--- src/include/uetf_consts.svh ---
// Offsets, field positions, reset values and sizes of the endpoint 4 transmit FIFO block.
// Assumes a 16-bit register address and byte-wide register data.
`ifndef UETF_CONSTS_SVH
`define UETF_CONSTS_SVH
`define UETF_OFS_TX_DATA 16'h4028
`define UETF_OFS_TX_COUNT 16'h402A
`define UETF_OFS_TX_STATUS 16'h402C
`define UETF_OFS_EP3_MPS 16'h4026
`define UETF_OFS_EP4_MPS 16'h402E
`define UETF_OFS_REVISION 16'h4030
`define UETF_BIT_EMPTY 0
`define UETF_BIT_FULL 1
`define UETF_BIT_OVERFLOW 3
`define UETF_BIT_FLUSH 4
`define UETF_BIT_VALID 5
`define UETF_MPS_RESET 8'h08
`define UETF_FIFO_DEPTH 64
`define UETF_REVISION_DEFAULT 8'h5A
`endif

--- src/include/uetf_pkg.sv ---
// Types shared by the endpoint 4 transmit FIFO block.
// Assumes the constants header is compiled alongside.
`default_nettype none
package uetf_pkg;
	typedef logic [7:0] uetf_byte_t;
endpackage
`default_nettype wire

--- src/core/uetf_ep4_tx_fifo.sv ---
// Endpoint 4 transmit FIFO with count, status and packet size registers.
// Assumes a plain register port and a USB engine that pops one byte per request.
//
// Notes on behaviour
// - CPU byte writes to the data register push into the transmit FIFO
// - Host IN reads on endpoint 4 pop queued bytes to the USB engine
// - Count register reports valid entries from zero up to sixty-four
// - Endpoint 3 packet size counts eight-byte units, resets to sixty-four bytes
// - Endpoint 4 packet size is read/write in eight-byte units, resets 08h
// - Endpoint 3 packet size is presented to the descriptor logic
// - Endpoint 4 packet size is presented to the descriptor logic
// - Revision register is read-only; writes change nothing
//
// The strobed register port was left to the implementer.
`include "uetf_consts.svh"
`default_nettype none
module uetf_ep4_tx_fifo
	import uetf_pkg::*;
#(
	parameter int DEPTH = `UETF_FIFO_DEPTH,
	parameter logic [7:0] REVISION = `UETF_REVISION_DEFAULT // Arbitrary value
) (
	input wire logic ref_clk,
	input wire logic srst,
	input wire logic [15:0] reg_addr,
	input wire logic [7:0] reg_wdata,
	input wire logic reg_wr,
	input wire logic reg_rd,
	output logic [7:0] reg_rdata,
	input wire logic in_pop,
	output logic [7:0] in_data,
	output logic in_data_valid,
	output logic in_ready,
	output logic [7:0] ep3_mps,
	output logic [7:0] ep4_mps
);
	localparam int AW = $clog2(DEPTH);

	uetf_byte_t mem [DEPTH];
	logic [AW-1:0] wr_ptr_q;
	logic [AW-1:0] rd_ptr_q;
	logic [AW:0] count_q;
	logic overflow_q;
	logic valid_q;
	logic [7:0] ep3_mps_q;
	logic [7:0] ep4_mps_q;
	logic [7:0] rdata_q;
	logic [7:0] in_data_q;
	logic in_data_valid_q;
	logic in_ready_q;

	wire fifo_full = (count_q == (AW+1)'(DEPTH));
	wire fifo_empty = (count_q == '0);
	wire sel_data = (reg_addr == `UETF_OFS_TX_DATA);
	wire sel_count = (reg_addr == `UETF_OFS_TX_COUNT);
	wire sel_status = (reg_addr == `UETF_OFS_TX_STATUS);
	wire sel_ep3 = (reg_addr == `UETF_OFS_EP3_MPS);
	wire sel_ep4 = (reg_addr == `UETF_OFS_EP4_MPS);
	wire sel_rev = (reg_addr == `UETF_OFS_REVISION);
	wire wr_data = reg_wr && sel_data;
	wire wr_status = reg_wr && sel_status;
	wire do_flush = wr_status && reg_wdata[`UETF_BIT_FLUSH];
	// Writes while full are dropped rather than wrapping over unsent bytes
	wire do_push = wr_data && !fifo_full && !do_flush;
	// Host may only drain once software has marked the data valid
	wire do_pop = in_pop && valid_q && !fifo_empty && !do_flush;
	wire [7:0] status_word = {2'b00, valid_q, 1'b0, overflow_q, 1'b0,
		fifo_full, fifo_empty};
	wire [7:0] rd_mux =
		sel_count ? 8'(count_q) :
		sel_status ? status_word :
		sel_ep3 ? ep3_mps_q :
		sel_ep4 ? ep4_mps_q :
		sel_rev ? REVISION :
		8'h00;
	wire last_pop = do_pop && (count_q == (AW+1)'(1));

	always_ff @(posedge ref_clk) begin
		if (do_push) begin
			mem[wr_ptr_q] <= reg_wdata;
		end
	end

	always_ff @(posedge ref_clk) begin
		if (srst || do_flush) begin
			wr_ptr_q <= '0;
			rd_ptr_q <= '0;
			count_q <= '0;
		end else begin
			wr_ptr_q <= do_push ? wr_ptr_q + AW'(1) : wr_ptr_q;
			rd_ptr_q <= do_pop ? rd_ptr_q + AW'(1) : rd_ptr_q;
			count_q <= count_q + (AW+1)'(do_push) - (AW+1)'(do_pop);
		end
	end

	// Set wins over a clear arriving in the same cycle
	always_ff @(posedge ref_clk) begin
		if (srst) begin
			overflow_q <= 1'b0;
		end else if (wr_data && fifo_full) begin
			overflow_q <= 1'b1;
		end else if (wr_status && reg_wdata[`UETF_BIT_OVERFLOW]) begin
			overflow_q <= 1'b0;
		end
	end

	// Draining the last byte clears valid even if software sets it that cycle
	always_ff @(posedge ref_clk) begin
		if (srst || do_flush) begin
			valid_q <= 1'b0;
		end else if (last_pop) begin
			valid_q <= 1'b0;
		end else if (wr_status && reg_wdata[`UETF_BIT_VALID]) begin
			valid_q <= 1'b1;
		end
	end

	always_ff @(posedge ref_clk) begin
		if (srst) begin
			ep3_mps_q <= `UETF_MPS_RESET;
			ep4_mps_q <= `UETF_MPS_RESET;
		end else begin
			ep3_mps_q <= (reg_wr && sel_ep3) ? reg_wdata : ep3_mps_q;
			ep4_mps_q <= (reg_wr && sel_ep4) ? reg_wdata : ep4_mps_q;
		end
	end

	always_ff @(posedge ref_clk) begin
		if (srst) begin
			rdata_q <= 8'h00;
		end else begin
			rdata_q <= reg_rd ? rd_mux : 8'h00;
		end
	end

	always_ff @(posedge ref_clk) begin
		if (srst) begin
			in_data_q <= 8'h00;
			in_data_valid_q <= 1'b0;
			in_ready_q <= 1'b0;
		end else begin
			in_data_q <= do_pop ? mem[rd_ptr_q] : in_data_q;
			in_data_valid_q <= do_pop;
			in_ready_q <= valid_q && !fifo_empty && !do_flush && !last_pop;
		end
	end

	assign reg_rdata = rdata_q;
	assign in_data = in_data_q;
	assign in_data_valid = in_data_valid_q;
	assign in_ready = in_ready_q;
	assign ep3_mps = ep3_mps_q;
	assign ep4_mps = ep4_mps_q;

	// Push side: count, storage and pointer move together
	a_push_counts: assert property (@(posedge ref_clk) disable iff (srst)
		(do_push && !do_pop) |=> count_q == $past(count_q) + 1)
		else $error("push did not raise count");

	a_push_stores: assert property (@(posedge ref_clk) disable iff (srst)
		do_push |=> mem[$past(wr_ptr_q)] == $past(reg_wdata))
		else $error("pushed byte not stored");

	a_push_moves_ptr: assert property (@(posedge ref_clk) disable iff (srst)
		do_push |=> wr_ptr_q == $past(wr_ptr_q) + AW'(1))
		else $error("write pointer did not advance");

	a_full_drops: assert property (@(posedge ref_clk) disable iff (srst)
		(wr_data && fifo_full && !do_pop) |=> $stable(count_q))
		else $error("write while full changed count");

	a_data_reads_zero: assert property (@(posedge ref_clk) disable iff (srst)
		(reg_rd && sel_data) |=> reg_rdata == 8'h00)
		else $error("write only data register read back");

	// Pop side: a byte leaves only on an accepted request
	a_pop_delivers: assert property (@(posedge ref_clk) disable iff (srst)
		do_pop |=> in_data_valid && in_data == $past(mem[rd_ptr_q]))
		else $error("pop did not deliver byte");

	a_pop_counts: assert property (@(posedge ref_clk) disable iff (srst)
		(do_pop && !do_push) |=> count_q == $past(count_q) - 1)
		else $error("pop did not lower count");

	a_pop_moves_ptr: assert property (@(posedge ref_clk) disable iff (srst)
		do_pop |=> rd_ptr_q == $past(rd_ptr_q) + AW'(1))
		else $error("read pointer did not advance");

	a_empty_refused: assert property (@(posedge ref_clk) disable iff (srst)
		(in_pop && fifo_empty) |=> !in_data_valid)
		else $error("pop from empty delivered data");

	a_valid_pulse: assert property (@(posedge ref_clk) disable iff (srst)
		in_data_valid |-> $past(do_pop))
		else $error("data strobe without pop");

	a_data_holds: assert property (@(posedge ref_clk) disable iff (srst)
		!do_pop |=> $stable(in_data))
		else $error("host data changed without pop");

	// Count register
	a_count_bound: assert property (@(posedge ref_clk) disable iff (srst)
		count_q <= (AW+1)'(DEPTH))
		else $error("count above depth");

	a_count_idle: assert property (@(posedge ref_clk) disable iff (srst)
		(!do_push && !do_pop && !do_flush) |=> $stable(count_q))
		else $error("count moved while idle");

	a_count_reads: assert property (@(posedge ref_clk) disable iff (srst)
		(reg_rd && sel_count) |=> reg_rdata == 8'($past(count_q)))
		else $error("count read wrong");

	a_rdata_idle: assert property (@(posedge ref_clk) disable iff (srst)
		!reg_rd |=> reg_rdata == 8'h00)
		else $error("read data without read");

	// Flush beats any push or pop in the same cycle
	a_flush_empties: assert property (@(posedge ref_clk) disable iff (srst)
		do_flush |=> count_q == 0 && !valid_q)
		else $error("flush left data");

	a_flush_ptrs: assert property (@(posedge ref_clk) disable iff (srst)
		do_flush |=> wr_ptr_q == '0 && rd_ptr_q == '0)
		else $error("flush left pointers");

	a_flush_no_pop: assert property (@(posedge ref_clk) disable iff (srst)
		do_flush |=> !in_data_valid)
		else $error("pop accepted during flush");

	a_flush_reads_zero: assert property (@(posedge ref_clk) disable iff (srst)
		(reg_rd && sel_status) |=> reg_rdata[`UETF_BIT_FLUSH] == 1'b0)
		else $error("flush bit read back set");

	// Status flags
	a_flags_track: assert property (@(posedge ref_clk) disable iff (srst)
		(reg_rd && sel_status) |=> reg_rdata[1:0] == $past({fifo_full, fifo_empty}))
		else $error("full or empty flag wrong");

	a_status_spare: assert property (@(posedge ref_clk) disable iff (srst)
		(reg_rd && sel_status) |=> reg_rdata[7:6] == 2'b00 && reg_rdata[2] == 1'b0)
		else $error("spare status bits set");

	// Packet size and revision registers
	a_ep4_reset: assert property (@(posedge ref_clk)
		$fell(srst) |-> ep4_mps == `UETF_MPS_RESET && ep3_mps == `UETF_MPS_RESET)
		else $error("packet size reset wrong");

	a_ep3_write: assert property (@(posedge ref_clk) disable iff (srst)
		(reg_wr && sel_ep3) |=> ep3_mps == $past(reg_wdata))
		else $error("endpoint 3 size not written");

	a_ep3_hold: assert property (@(posedge ref_clk) disable iff (srst)
		!(reg_wr && sel_ep3) |=> $stable(ep3_mps))
		else $error("endpoint 3 size changed");

	a_ep3_reads: assert property (@(posedge ref_clk) disable iff (srst)
		(reg_rd && sel_ep3) |=> reg_rdata == $past(ep3_mps_q))
		else $error("endpoint 3 size read wrong");

	a_ep4_write: assert property (@(posedge ref_clk) disable iff (srst)
		(reg_wr && sel_ep4) |=> ep4_mps == $past(reg_wdata))
		else $error("endpoint 4 size not written");

	a_ep4_hold: assert property (@(posedge ref_clk) disable iff (srst)
		!(reg_wr && sel_ep4) |=> $stable(ep4_mps))
		else $error("endpoint 4 size changed");

	a_ep4_reads: assert property (@(posedge ref_clk) disable iff (srst)
		(reg_rd && sel_ep4) |=> reg_rdata == $past(ep4_mps_q))
		else $error("endpoint 4 size read wrong");

	a_rev_fixed: assert property (@(posedge ref_clk) disable iff (srst)
		(reg_rd && sel_rev) |=> reg_rdata == REVISION)
		else $error("revision read wrong");

	// Valid bit gates the host side
	a_valid_clears: assert property (@(posedge ref_clk) disable iff (srst)
		last_pop |=> !valid_q ##1 !in_ready)
		else $error("valid not cleared after drain");

	a_valid_sets: assert property (@(posedge ref_clk) disable iff (srst)
		(wr_status && reg_wdata[`UETF_BIT_VALID] && !do_flush && !last_pop) |=> valid_q)
		else $error("valid not set");

	a_pop_refused: assert property (@(posedge ref_clk) disable iff (srst)
		(in_pop && !valid_q) |=> !in_data_valid)
		else $error("pop accepted without valid");

	a_ready_needs_valid: assert property (@(posedge ref_clk) disable iff (srst)
		in_ready |-> $past(valid_q))
		else $error("ready without valid");

	a_ready_drops: assert property (@(posedge ref_clk) disable iff (srst)
		fifo_empty |=> !in_ready)
		else $error("ready while empty");

	// Overflow is sticky until software writes a one to it
	a_overflow_sets: assert property (@(posedge ref_clk) disable iff (srst)
		(wr_data && fifo_full) |=> overflow_q)
		else $error("overflow not set");

	a_overflow_holds: assert property (@(posedge ref_clk) disable iff (srst)
		(overflow_q && !(wr_status && reg_wdata[`UETF_BIT_OVERFLOW])) |=> overflow_q)
		else $error("overflow lost without clear");

	a_overflow_clears: assert property (@(posedge ref_clk) disable iff (srst)
		(wr_status && reg_wdata[`UETF_BIT_OVERFLOW]) |=> !overflow_q)
		else $error("overflow not cleared");

	c_fill_full: cover property (@(posedge ref_clk) disable iff (srst) fifo_full);
	c_overflow: cover property (@(posedge ref_clk) disable iff (srst) wr_data && fifo_full);
	c_drain: cover property (@(posedge ref_clk) disable iff (srst) last_pop);
	c_flush: cover property (@(posedge ref_clk) disable iff (srst) do_flush && !fifo_empty);
	c_overflow_clear: cover property (@(posedge ref_clk) disable iff (srst) overflow_q ##1 !overflow_q);
endmodule
`default_nettype wire

--- config.mk ---
export PLATFORM = sky130hd
export DESIGN_NAME = uetf_ep4_tx_fifo
export DESIGN_NICKNAME = d
export VERILOG_FILES = /design/src/include/uetf_pkg.sv /design/src/core/uetf_ep4_tx_fifo.sv
export VERILOG_INCLUDE_DIRS = /design/src /design/src/include
export SDC_FILE = /design/constraint.sdc
export NUM_CORES = 1
export LEC_CHECK = 0
export ABC_AREA = 1
export BUFFER_PORTS_ARGS = -buffer_cell sky130_fd_sc_hd__buf_2
export CELL_PAD_IN_SITES_DETAIL_PLACEMENT = 1
export CELL_PAD_IN_SITES_GLOBAL_PLACEMENT = 1
export CORE_ASPECT_RATIO = 1.1
export CORE_MARGIN = 2
export CORE_UTILIZATION = 45
export CTS_CLUSTER_SIZE = 24
export DETAILED_ROUTE_END_ITERATION = 10
export PLACE_DENSITY = 0.8
export SLEW_MARGIN = 40
export SYNTH_ARGS = -nofsm -noshare
export SYNTH_HDL_FRONTEND = slang
export SYNTH_SLANG_ARGS = --single-unit
export TNS_END_PERCENT = 50
--- constraint.sdc ---
create_clock -name ref_clk -period 2.95 [get_ports ref_clk]
set_input_delay 0.295 -clock ref_clk [delete_from_list [all_inputs] [get_ports ref_clk]]
set_output_delay 0.295 -clock ref_clk [all_outputs]
set_load 0.03 [all_outputs]
==> results.toml <==
[outcome]
status = "complete, no violations"

[timing]
final.setup_skew_ns = 0.0326
setup_viol = 0
hold_viol_final = 0
worst_slew_margin_rel = 0.447
drv_slew = 0
setup_ws_ns = 0.0772
worstMarginPinSlew_ns = 0.828
timing.final.crit_share = 0.974
fmax_mhz = 348
tns_ns = 0
fin_crit_ns = 2.87

[synthesis]
synth_ff_type = "edfxtp_1"
syn_nets = 2448
async_flop_share = 0
ys_ff_latch = 567
yosysTopAreaCell = "edfxtp_1"
synth_edf_count = 512
synth_top_area_share = 0.630
synth_commonest_cells = "655 x nand2_1, 512 x edfxtp_1, 335 x nor2_1"
seq_area_frac_synth = 0.675
yosysMostFrequentCell = "nand2_1"
yosysUniqueCellTypes = 37
synth_area_leaders = "edfxtp_1 63%, nand2_1 10%, nor2_1 5.2%"
synth_cells = 2407
synth_area_per_cell_um2 = 10.1
ys_warn_count = 0
syn_area_um2 = 24400

[worst_setup_path]
reg2reg_from = "count_q[2]$_SDFF_PP0_"
reg2reg_slack_ns = 0.08
critPathLaunchType = "flop"
reg2reg_to = "count_q[6]$_SDFF_PP0_"
path_class = "flop to flop"
r2r_cells = 22
crit_required_ns = 3.51
crit_fanout = 3
arrival_ns = 3.43
cp-end-kind = "flop"

[drt]
ant_nets = 0
avgViaCountPerCell = 5.50
dr_total_vias = 18202
first_pass_iters = 5
wl_per_cell_um = 22.6
drt-initial-drc-count = 1313
drt-total-wl_um = 74900
drc = 0

[global_route]
use_met2 = 0.469
grt_max_degree = 147
grt_pass1_wl_um = 114000
use_met3 = 0.0427
track_usage = 0.271
grt_busiest_layer = "met2"
grtUsageMet1 = 0.332
overflow = 0
antenna_found_initial = 1
grt_pass1_vias = 19512

[cells_and_area]
fill_cells = 5961
fin_nets = 2578
fin_util = 0.523
diodes = 0
layout-drive-gt1-share = 0.124
area_delta_synth_final_pct = 15.0

[pwr]
ir_drop_mv = 0.389
p_leak_nw = 11.2
powerDensity_nw_per_um2 = 579

[placement]
gp_congestion = 0.892
numPortBuffers = 62
place_ws_ns = -0.100
hpwl_um = 47100

[floorplan]
num_io_pins = 63
die_w_um = 226
die_h_um = 248
placementRows = 89
core_area_um2 = 53700
dieArea_um2 = 56100
start_util = 0.455

[clock_network]
clock-root-buffer = "clkbuf_16"
clkTransAtPathRegs_ns = 0.07
clk_latency_ns = 0.64
cts_buffers = 57
clock_path_buffers = 3
cts_tree = "done"
cts_sinks = 567
cts_max_level = 2

[worst_hold_path]
worstHoldEndpoint = "reg_rdata[4]$_SDFF_PP0_"
worst_hold_startpoint = "reg_rd"
whs_path_depth = 3
hold_path_class = "input port to flop"

[job]
max_cap_violations = 0
flip-flops by register name, indices dropped and copies added (netlist names):
register       cells
count_q            7
reg_rdata          8
mem              512
overflow_q         1
ep4_mps            8
rd_ptr_q           6
in_data            8
ep3_mps            8
in_ready           1
in_data_valid      1
valid_q            1
wr_ptr_q           6
per-layer routing:
| layer | vias up | share of wire | wire (µm) |
|---|---|---|---|
| met5 | - | 0 | 0 |
| met4 | 0 | 0.046 | 3450 |
| met3 | 221 | 0.064 | 4810 |
| met2 | 684 | 0.50 | 37400 |
| met1 | 9095 | 0.39 | 29200 |
| li1 | 8202 | - | - |
power by group:
group | internal, W | leakage, nW | switching [W] | total (W)
logic | 0.0000435 | 5.20 | 0.000198 | 0.000241
registers | 0.00874 | 5.05 | 0.00000000468 | 0.00874
clock network | 0.00415 | 0.906 | 0.00311 | 0.00726
how the worst max path moves through the flow:
| stage | start | endpoint | slack (ns) |
|---|---|---|---|
| after floorplan | count_q[2]$_SDFF_PP0_ | count_q[6]$_SDFF_PP0_ | 0.11 |
| after global placement | reg_addr[7] | count_q[6]$_SDFF_PP0_ | 0.09 |
| after detailed placement | reg_addr[1] | count_q[6]$_SDFF_PP0_ | -0.10 |
| after CTS | count_q[2]$_SDFF_PP0_ | count_q[6]$_SDFF_PP0_ | 0.009 |
| after global routing | count_q[2]$_SDFF_PP0_ | count_q[6]$_SDFF_PP0_ | -0.08 |
| final | count_q[2]$_SDFF_PP0_ | count_q[6]$_SDFF_PP0_ | 0.08 |
per-stage QoR:
| step | total power, W | cells | hold WS [ns] | instance area, µm² |
|---|---|---|---|---|
| floorplan | 0.00894 | 2407 | 0.394 | 24400 |
| global placement | 0.00913 | 3198 | 0.454 | 26000 |
| detailed placement | 0.00915 | 3198 | 0.456 | 26000 |
| CTS | 0.0163 | 3305 | 0.0271 | 27900 |
| global route | 0.0166 | 3311 | 0.0785 | 28100 |
| finish | 0.0162 | 3311 | 0.0488 | 28100 |
cells by family (layout without fill, tap and decap cells):
kind of cell,count (synthesis),after routing,share of synthesized area
simple gates,1266,1266,0.213
xor+xnor,5,5,0.00179
flops,567,567,0.675
fa+ha+maj,12,12,0.00646
compound gates,197,197,0.0410
buf+inv,360,536,0.0625
critical path: stages, from the launching register on:
cell	delay (ns)
dfxtp_1	0.32
inv_2	0.10
ha_4	0.15
nand2_2	0.07
nor2_4	0.14
nand2_2	0.08
nand3_2	0.09
inv_2	0.05
nand2_2	0.09
inv_2	0.05
ha_1	0.26
inv_1	0.06
ha_2	0.18
inv_1	0.06
fa_2	0.35
inv_2	0.06
nand3_2	0.09
nand2_2	0.09
nand2_1	0.07
nand2_1	0.07
a21oi_1	0.08
a21oi_1	0.16
o21a_1	0.16
layout by cell type (no fill, tap or decap), types with 10 or more instances in the layout:
cell and n:
edfxtp_1 512, nor2_1 333, o21ai_0 120, nand3_1 226
nand2_1 652, buf_2 62, inv_1 231, clkinv_1 19
buf_4 112, dfxtp_1 50, buf_12 11, clkinv_2 12
a21oi_1 71, or2_2 10, clkbuf_16 59
repair_timing:
item | 4_1_cts | 5_1_grt
hold buffers | 1 | 0
pin swaps | 2 | 6
gates resized for setup | 3 | 24
setup endpoints to repair | 1 | 2
endpoints found under the hold margin | 1 | 0
buffers inserted | 1 | 5
area by class of cell:
class / count / area, µm² / area share
Clock buffer: 65 / 1500 / 0.0534
Multi-Input combinational cell: 1480 / 6470 / 0.231
Sequential cell: 567 / 16500 / 0.588
Tap cell: 728 / 911 / 0.0325
Timing Repair Buffer: 188 / 1420 / 0.0506
Inverter: 243 / 921 / 0.0328
Clock inverter: 40 / 344 / 0.0123
Note: power is estimated with default switching activity, not from simulation.
